$ cat src/rtl/tmh_regs.vh
// register offsets, field positions, reset values and prescaler clock select codes for the timer h block
// assumes an 8-bit cpu bus with 16-bit byte addresses
`ifndef TMH_REGS_VH
`define TMH_REGS_VH
// --------------------------------
// register byte addresses
// --------------------------------
`define TMH_ADDR_CH0_CMPA 16'hff18
`define TMH_ADDR_CH0_CMPB 16'hff19
`define TMH_ADDR_CH1_CMPA 16'hff1a
`define TMH_ADDR_CH1_CMPB 16'hff1b
`define TMH_ADDR_CH2_MODE 16'hff42
`define TMH_ADDR_CH2_CMPA 16'hff44
`define TMH_ADDR_CH2_CMPB 16'hff45
// --------------------------------
// reset values
// --------------------------------
`define TMH_RST_CMP 8'h00
`define TMH_RST_MODE 8'h00
// --------------------------------
// mode register fields
// --------------------------------
`define TMH_MODE_ENABLE 7
`define TMH_MODE_CKS_HI 6
`define TMH_MODE_CKS_LO 4
`define TMH_MODE_MD_HI 3
`define TMH_MODE_MD_LO 2
`define TMH_MODE_LEVEL 1
`define TMH_MODE_OUTEN 0
// --------------------------------
// operation mode codes
// --------------------------------
`define TMH_MD_INTERVAL 2'h0
`define TMH_MD_PWM 2'h2
`define TMH_MD_CARRIER 2'h1
// --------------------------------
// prescaler: 12-bit free divider, clock select code per division ratio
// --------------------------------
`define TMH_PRE_W 12
`define TMH_CKS_DIV1 3'h0
`define TMH_CKS_DIV2 3'h1
`define TMH_CKS_DIV4 3'h2
`define TMH_CKS_DIV16 3'h3
`define TMH_CKS_DIV64 3'h4
`define TMH_CKS_DIV1024 3'h5
`define TMH_CKS_DIV4096 3'h6
`endif

$ cat src/rtl/tmh_channel.v
// one timer h channel: 8-bit counter with compare a, buffered compare b and output toggle
// assumes the count tick is one clk wide and comes from the parent's prescaler
`timescale 1ns/1ps
`default_nettype none
`include "tmh_regs.vh"
module tmh_channel (
  input wire clk,
  input wire rst_n,
  input wire enable,
  input wire tick,
  input wire [1:0] mode,
  input wire level,
  input wire cmpa_we,
  input wire cmpb_we,
  input wire [7:0] wdata,
  output wire [7:0] cmpa,
  output wire [7:0] cmpb,
  output reg [7:0] count_ff,
  output reg out_ff,
  output reg irq_ff
);
  reg [7:0] cmpa_ff;
  reg [7:0] cmpb_act_ff;
  reg [7:0] cmpb_buf_ff;
  reg cmpb_pend_ff;
  wire match_a;
  wire match_b;
  wire pwm_mode;
  wire carrier_mode;
  assign cmpa = cmpa_ff;
  assign cmpb = cmpb_buf_ff;
  assign pwm_mode = (mode == `TMH_MD_PWM);
  assign carrier_mode = (mode == `TMH_MD_CARRIER);
  // matches only count while a tick lands on the matching value
  assign match_a = enable && tick && (count_ff == cmpa_ff);
  assign match_b = enable && tick && (pwm_mode || carrier_mode) && (count_ff == cmpb_act_ff);
  // --------------------------------
  // compare registers
  // --------------------------------
  always @(posedge clk or negedge rst_n) begin
    if (!rst_n) begin
      cmpa_ff <= `TMH_RST_CMP;
      cmpb_act_ff <= `TMH_RST_CMP;
      cmpb_buf_ff <= `TMH_RST_CMP;
      cmpb_pend_ff <= 1'b0;
    end else begin
      // software keeps compare a fixed while enabled
      if (cmpa_we) begin
        cmpa_ff <= wdata;
      end
      if (cmpb_we) begin
        cmpb_buf_ff <= wdata;
        // a write when stopped is taken at once; while running it waits for a compare b match
        if (!enable) begin
          cmpb_act_ff <= wdata;
          cmpb_pend_ff <= 1'b0;
        end else begin
          cmpb_pend_ff <= 1'b1;
        end
      end else if (match_b && cmpb_pend_ff) begin
        cmpb_act_ff <= cmpb_buf_ff;
        cmpb_pend_ff <= 1'b0;
      end
    end
  end
  // --------------------------------
  // counter, output and interrupt
  // --------------------------------
  always @(posedge clk or negedge rst_n) begin
    if (!rst_n) begin
      count_ff <= 8'h00;
      out_ff <= 1'b0;
      irq_ff <= 1'b0;
    end else begin
      irq_ff <= match_a || (match_b && carrier_mode);
      if (!enable) begin
        count_ff <= 8'h00;
        out_ff <= level;
      end else begin
        if (match_b && carrier_mode) begin
          count_ff <= 8'h00;
        end else if (match_a && (mode == `TMH_MD_INTERVAL)) begin
          count_ff <= 8'h00;
        end else if (tick) begin
          count_ff <= count_ff + 8'h01;
        end
        if (match_a ^ (match_b && pwm_mode)) begin
          out_ff <= ~out_ff;
        end
      end
    end
  end
endmodule
`default_nettype wire

$ cat src/rtl/tmh_top.v
// timer h channels 0 to 2 with the channel 2 mode register and cpu bus register access
// assumes a single-cycle 8-bit cpu bus; channels 0 and 1 take enable and mode from ports
`timescale 1ns/1ps
`default_nettype none
`include "tmh_regs.vh"
module tmh_top (
  input wire clk,
  input wire rst_n,
  input wire [15:0] bus_addr,
  input wire bus_we,
  input wire bus_re,
  input wire [7:0] bus_wdata,
  output reg [7:0] bus_rdata_ff,
  input wire [1:0] ch_enable,
  input wire [5:0] ch_clock_select,
  input wire [3:0] ch_mode,
  input wire [1:0] ch_level,
  output wire [2:0] timer_match_interrupt,
  output wire [1:0] timer_output,
  output wire event_counter_2_input_enable
);
  reg [7:0] mode2_ff;
  reg [`TMH_PRE_W-1:0] pre_ff;
  reg [`TMH_PRE_W-1:0] pre_q_ff;
  wire [2:0] enable;
  wire [8:0] cks;
  wire [5:0] mode;
  wire [2:0] level;
  wire [2:0] tick;
  wire [2:0] out;
  wire [2:0] cmpa_we;
  wire [2:0] cmpb_we;
  wire [23:0] cmpa;
  wire [23:0] cmpb;
  // --------------------------------
  // tick decode
  // --------------------------------
  // strobe is the rising edge of the divider tap, one clk wide; divide by 1 holds it high every clk and code 7 never strobes
  function tick_of;
    input [2:0] sel;
    input [`TMH_PRE_W-1:0] now;
    input [`TMH_PRE_W-1:0] prev;
    reg [3:0] idx;
    begin
      idx = 4'h0;
      case (sel)
        `TMH_CKS_DIV2: idx = 4'h0;
        `TMH_CKS_DIV4: idx = 4'h1;
        `TMH_CKS_DIV16: idx = 4'h3;
        `TMH_CKS_DIV64: idx = 4'h5;
        `TMH_CKS_DIV1024: idx = 4'h9;
        `TMH_CKS_DIV4096: idx = 4'hb;
        default: idx = 4'h0;
      endcase
      if (sel == `TMH_CKS_DIV1) begin
        tick_of = 1'b1;
      end else if (sel == 3'h7) begin
        tick_of = 1'b0;
      end else begin
        tick_of = now[idx] & ~prev[idx];
      end
    end
  endfunction
  always @(posedge clk or negedge rst_n) begin
    if (!rst_n) begin
      pre_ff <= {`TMH_PRE_W{1'b0}};
      pre_q_ff <= {`TMH_PRE_W{1'b0}};
    end else begin
      pre_ff <= pre_ff + {{(`TMH_PRE_W-1){1'b0}}, 1'b1};
      pre_q_ff <= pre_ff;
    end
  end
  // --------------------------------
  // channel configuration
  // --------------------------------
  assign enable = {mode2_ff[`TMH_MODE_ENABLE], ch_enable};
  assign cks = {mode2_ff[`TMH_MODE_CKS_HI:`TMH_MODE_CKS_LO], ch_clock_select};
  assign mode = {mode2_ff[`TMH_MODE_MD_HI:`TMH_MODE_MD_LO], ch_mode};
  assign level = {mode2_ff[`TMH_MODE_LEVEL], ch_level};
  assign timer_output = out[1:0];
  assign event_counter_2_input_enable = mode2_ff[`TMH_MODE_OUTEN] & out[2];
  assign cmpa_we[0] = bus_we && (bus_addr == `TMH_ADDR_CH0_CMPA);
  assign cmpa_we[1] = bus_we && (bus_addr == `TMH_ADDR_CH1_CMPA);
  assign cmpa_we[2] = bus_we && (bus_addr == `TMH_ADDR_CH2_CMPA);
  assign cmpb_we[0] = bus_we && (bus_addr == `TMH_ADDR_CH0_CMPB);
  assign cmpb_we[1] = bus_we && (bus_addr == `TMH_ADDR_CH1_CMPB);
  assign cmpb_we[2] = bus_we && (bus_addr == `TMH_ADDR_CH2_CMPB);
  genvar g;
  generate
    for (g = 0; g < 3; g = g + 1) begin : g_ch
      assign tick[g] = tick_of(cks[3*g+2:3*g], pre_ff, pre_q_ff);
      tmh_channel u_ch (
        .clk(clk),
        .rst_n(rst_n),
        .enable(enable[g]),
        .tick(tick[g]),
        .mode(mode[2*g+1:2*g]),
        .level(level[g]),
        .cmpa_we(cmpa_we[g]),
        .cmpb_we(cmpb_we[g]),
        .wdata(bus_wdata),
        .cmpa(cmpa[8*g+7:8*g]),
        .cmpb(cmpb[8*g+7:8*g]),
        .count_ff(),
        .out_ff(out[g]),
        .irq_ff(timer_match_interrupt[g])
      );
    end
  endgenerate
  // --------------------------------
  // register bus
  // --------------------------------
  always @(posedge clk or negedge rst_n) begin
    if (!rst_n) begin
      mode2_ff <= `TMH_RST_MODE;
      bus_rdata_ff <= 8'h00;
    end else begin
      if (bus_we && (bus_addr == `TMH_ADDR_CH2_MODE)) begin
        mode2_ff <= bus_wdata;
      end
      if (bus_re) begin
        case (bus_addr)
          `TMH_ADDR_CH0_CMPA: bus_rdata_ff <= cmpa[7:0];
          `TMH_ADDR_CH0_CMPB: bus_rdata_ff <= cmpb[7:0];
          `TMH_ADDR_CH1_CMPA: bus_rdata_ff <= cmpa[15:8];
          `TMH_ADDR_CH1_CMPB: bus_rdata_ff <= cmpb[15:8];
          `TMH_ADDR_CH2_MODE: bus_rdata_ff <= mode2_ff;
          `TMH_ADDR_CH2_CMPA: bus_rdata_ff <= cmpa[23:16];
          `TMH_ADDR_CH2_CMPB: bus_rdata_ff <= cmpb[23:16];
          default: bus_rdata_ff <= 8'h00;
        endcase
      end
    end
  end
endmodule
`default_nettype wire

$ cat config.mk
export PLATFORM = sky130hd
export DESIGN_NAME = tmh_top
export DESIGN_NICKNAME = d
export VERILOG_FILES = /design/src/rtl/tmh_channel.v /design/src/rtl/tmh_top.v
export VERILOG_INCLUDE_DIRS = /design/src /design/src/rtl
export SDC_FILE = /design/constraint.sdc
export NUM_CORES = 1
export LEC_CHECK = 0
export BUFFER_PORTS_ARGS = -buffer_cell sky130_fd_sc_hd__buf_2
export CORE_ASPECT_RATIO = 0.7
export CORE_MARGIN = 5
export CORE_UTILIZATION = 50
export DETAILED_ROUTE_END_ITERATION = 8
export PLACE_DENSITY = 0.65
export SYNTH_ARGS = -nofsm -noshare
export SYNTH_HDL_FRONTEND = slang
export SYNTH_HIERARCHICAL = 1
export SYNTH_SLANG_ARGS = --single-unit
$ cat constraint.sdc
create_clock -name clk -period 3.5 [get_ports clk]
set_input_delay 0.7 -clock clk [delete_from_list [all_inputs] [get_ports clk]]
set_output_delay 0.7 -clock clk [all_outputs]
set_load 0.01 [all_outputs]
==> metrics.csv <==
metric;value;unit
syn_area_per_cell;11.3;um^2
clock buffer count from CTS;17;
synthesized net count;718;
RSZ-0062 raised after global routing;false;
area delta synth->final;13.9;%
clk_skew;0.0163;ns
Worst EP required;3.80;ns
clock sinks;139;
share of cells above drive strength 1;30.6;%
initial antenna violation count;0;
first-pass GRT wire length;30800;um
clk buf depth;2;
Synth Register Bits;139;
setup ws final;0.324;ns
max_slew headroom;42.6;%
Synth area leader;dfrtp_1;
core area;14700;um^2
Final #Nets;778;
CP Launch Point;pre_ff[0];
fmax;315;MHz
pwr/cell area;422;nW/um^2
ys async rst share;100;%
gpl congestion;0.862;
Worst Hold Class;input port to asynchronous set/reset pin;
Fin Setup TNS;0;ns
max-cap violation count;0;
Max Slew Vio Count;0;
drt drc;0;
row cnt;37;
Die Area;17600;um^2
number of global-route vias before repair;5628;
post-CTS setup buffer count;0;
Slowest cell on crit path;nor4_1;
CTS resizes;0;
minimum clock period;3.18;ns
Post-synth EDFFs;0;
proportion of synthesized area in mux cells;14.9;%
post-synth cell types;62;
Cell Area, Synth;7520;um^2
Max rail drop VDD;0.000317;V
Mapped Cells;663;
CTS tree;done;
top_reg_cell synth;dfrtp_1;
adder-cell share of the synthesized area;2.16;%
Layout Cells excl Fill;931;
hold buffers post-CTS;0;
fin crit share;90.8;%
chip width;157;um
DR WL/cell;20.0;um
CP arrival;3.48;ns
status;finished, final reports clean;
Root Buffer;clkbuf_16;
crit path cell chain;nand2b_1, o21a_1, a211oi_1, a221o_1, nand2_1, a211o_1, nor4_1, a31oi_1, mux2_2;
Post-Synth XOR/XNOR Area;7.76;%
IO Count;56;
DP HPWL;13600;um
crit path max fanout;8;
largest family of logic cells by synthesized area;simple AND/OR/NAND/NOR gates;
Seq/Total Area, Yosys;46.3;%
Crit Reg-Reg Startpoint;pre_ff[0];
drt first-iter violations;402;
via density per instance;5.89;
Routed WL;18600;um
via count;5486;
chip height;113;um
crit end category;flop;
Port Buf Inserts;55;
Synth top area share;46.3;%
Clk Latency, worst-skew pair;0.42;ns
largest cells by area after synthesis;dfrtp_1 (46%), mux2_2 (12%), xnor2_1 (5.0%);
largest net degree at the start of global routing;79;
clock slew at reported path FFs;0.06;ns
# H-tree levels;4;
pre-CTS setup slack;0.358;ns
simple-gate area share of the yosys netlist;15.9;%
setup slack, reg-to-reg;0.32;ns
Yosys warnings;6;
Tot GR Track Use;22.3;%
CP max stage delay;0.51;ns
grt total ovfl;0;
Synth Area in Compound Gates;9.55;%
Final setup violation count;0;
Antenna Cells;0;
initial core utilization;51.1;%
type of the worst setup path;flop to flop;
Final Hold Fails;0;
number of instances in the placed design;899;
Least-Margin Pin Slew;0.857;ns
R2R Path End;g_ch[2].u_ch/cmpb_act_ff[6];
fill count;1237;
worst reg2reg path depth;9;
Final ANT Viol Nets;0;
Startpoint Class;flop;
Lkg Pwr;4.10;nW
DR pass1 iterations;4;
## layout make-up
| cell class | instances | area, um^2 | area share [%] |
|---|---|---|---|
| clock buffer | 20 | 437 | 5.10 |
| clock inverter | 12 | 138 | 1.61 |
| inverter | 17 | 63.8 | 0.745 |
| multi-input combinational | 476 | 3780 | 44.1 |
| sequential | 139 | 3480 | 40.6 |
| tap | 195 | 244 | 2.85 |
| timing repair buffer | 72 | 422 | 4.92 |
## synth_stat cells, types with 4 or more instances
| master | n |
|---|---|
| or3b_1 | 4 |
| o211ai_1 | 6 |
| nand3_1 | 23 |
| ha_1 | 13 |
| xnor2_1 | 43 |
| nand4_1 | 13 |
| o221a_2 | 6 |
| dfrtp_1 | 139 |
| o21ai_0 | 17 |
| inv_1 | 14 |
| a22oi_1 | 8 |
| a21oi_1 | 13 |
| or2_2 | 6 |
| mux2_4 | 8 |
| nor2_1 | 26 |
| a31oi_1 | 9 |
| nor3_1 | 4 |
| nand3b_1 | 4 |
| or4_4 | 7 |
| or3b_2 | 6 |
| nand2_1 | 39 |
| xor2_1 | 18 |
| a21o_1 | 10 |
| buf_6 | 7 |
| clkbuf_1 | 10 |
| o2bb2ai_1 | 8 |
| and2_1 | 4 |
| nand2b_1 | 20 |
| buf_2 | 7 |
| nor2b_1 | 6 |
| and3_1 | 9 |
| mux2_2 | 80 |
| mux2i_1 | 8 |
| nor4_1 | 13 |
## layer usage
| metal | wire, um | track usage, % | up-vias |
|---|---|---|---|
| met1 | 8760 | 32.8 | 2786 |
| met3 | 1330 | 6.82 | 20 |
| met4 | 200 | 5.14 | 0 |
| li1 | - | - | 2528 |
| met2 | 8340 | 32.5 | 152 |
| met5 | 0 | 0 | - |
## critical path: cells and delay by family, from the launching register on
family | cells | cell delay (ns)
AOI/OAI and AO/OA | 5 | 1.40
DFF | 1 | 0.46
and+or+nand+nor | 3 | 0.80
muxes | 1 | 0.39
## placed cells by master, fill, tap and decap left out, types with 4 or more instances in the layout
cell / instances
or3b_1: 4
buf_4: 16
a31oi_1: 9
nand4_1: 13
clkbuf_16: 17
or3b_2: 6
inv_6: 4
nand2b_1: 20
mux2_2: 80
xnor2_1: 43
nor2_1: 26
o21ai_0: 17
ha_1: 13
o2bb2ai_1: 8
mux2_4: 8
nand2_1: 39
or4_4: 7
nor3_1: 4
nand3_1: 23
xor2_1: 18
nand3b_1: 4
buf_2: 54
dfrtp_1: 139
a22oi_1: 8
or2_2: 6
and3_1: 9
inv_1: 14
o221a_2: 6
nor4_1: 13
and2_1: 4
mux2i_1: 8
o211ai_1: 6
a21o_1: 10
a21oi_1: 13
nor2b_1: 6
## power by group
group	switching [mW]	total, mW	internal (mW)
Combinational	0.128	0.204	0.0761
Clock	0.718	1.78	1.06
Sequential	0.0145	1.63	1.62
## registers in the layout, summed over array words and instances (netlist names)
signal / flops
g_ch.u_ch/out_ff: 3
g_ch.u_ch/cmpb_pend_ff: 3
bus_rdata_ff: 8
mode2_ff: 8
g_ch.u_ch/cmpb_act_ff: 24
pre_ff: 12
g_ch.u_ch/irq_ff: 3
g_ch.u_ch/cmpb: 24
g_ch.u_ch/cmpa: 24
pre_q_ff: 6
g_ch.u_ch/count_ff: 24
## per-stage QoR
stage	hold WS [ns]	instance area [um^2]	power (mW)	util [%]
2_1_floorplan	0.386	7520	1.75	-
3_3_place_gp	0.403	7990	1.86	54.3
3_5_place_dp	0.408	7990	1.87	54.3
4_1_cts	0.353	8560	3.65	58.2
5_1_grt	0.380	8560	3.75	58.2
6_report	0.316	8560	3.61	58.2
## logic make-up after synthesis
logic type,count (synthesis)
buffers and inverters,48
and+or+nand+nor,202
xor gates and xnor gates,64
AOI/OAI and AO/OA,100
DFF,139
muxes,97
adders and majority gates,13
## how the worst max path moves through the flow
stage,to,slack (ns),cells after the start
after floorplan,g_ch[1].u_ch/cmpb_act_ff[0],0.24,10
after global placement,g_ch[0].u_ch/cmpb_act_ff[0],0.40,7
after detailed placement,g_ch[2].u_ch/cmpb_act_ff[5],0.36,9
after CTS,g_ch[2].u_ch/cmpb_act_ff[6],0.41,9
after global routing,g_ch[2].u_ch/cmpb_act_ff[6],0.21,9
final,g_ch[2].u_ch/cmpb_act_ff[6],0.32,9
No activity file was read; power rests on OpenSTA's default activity.
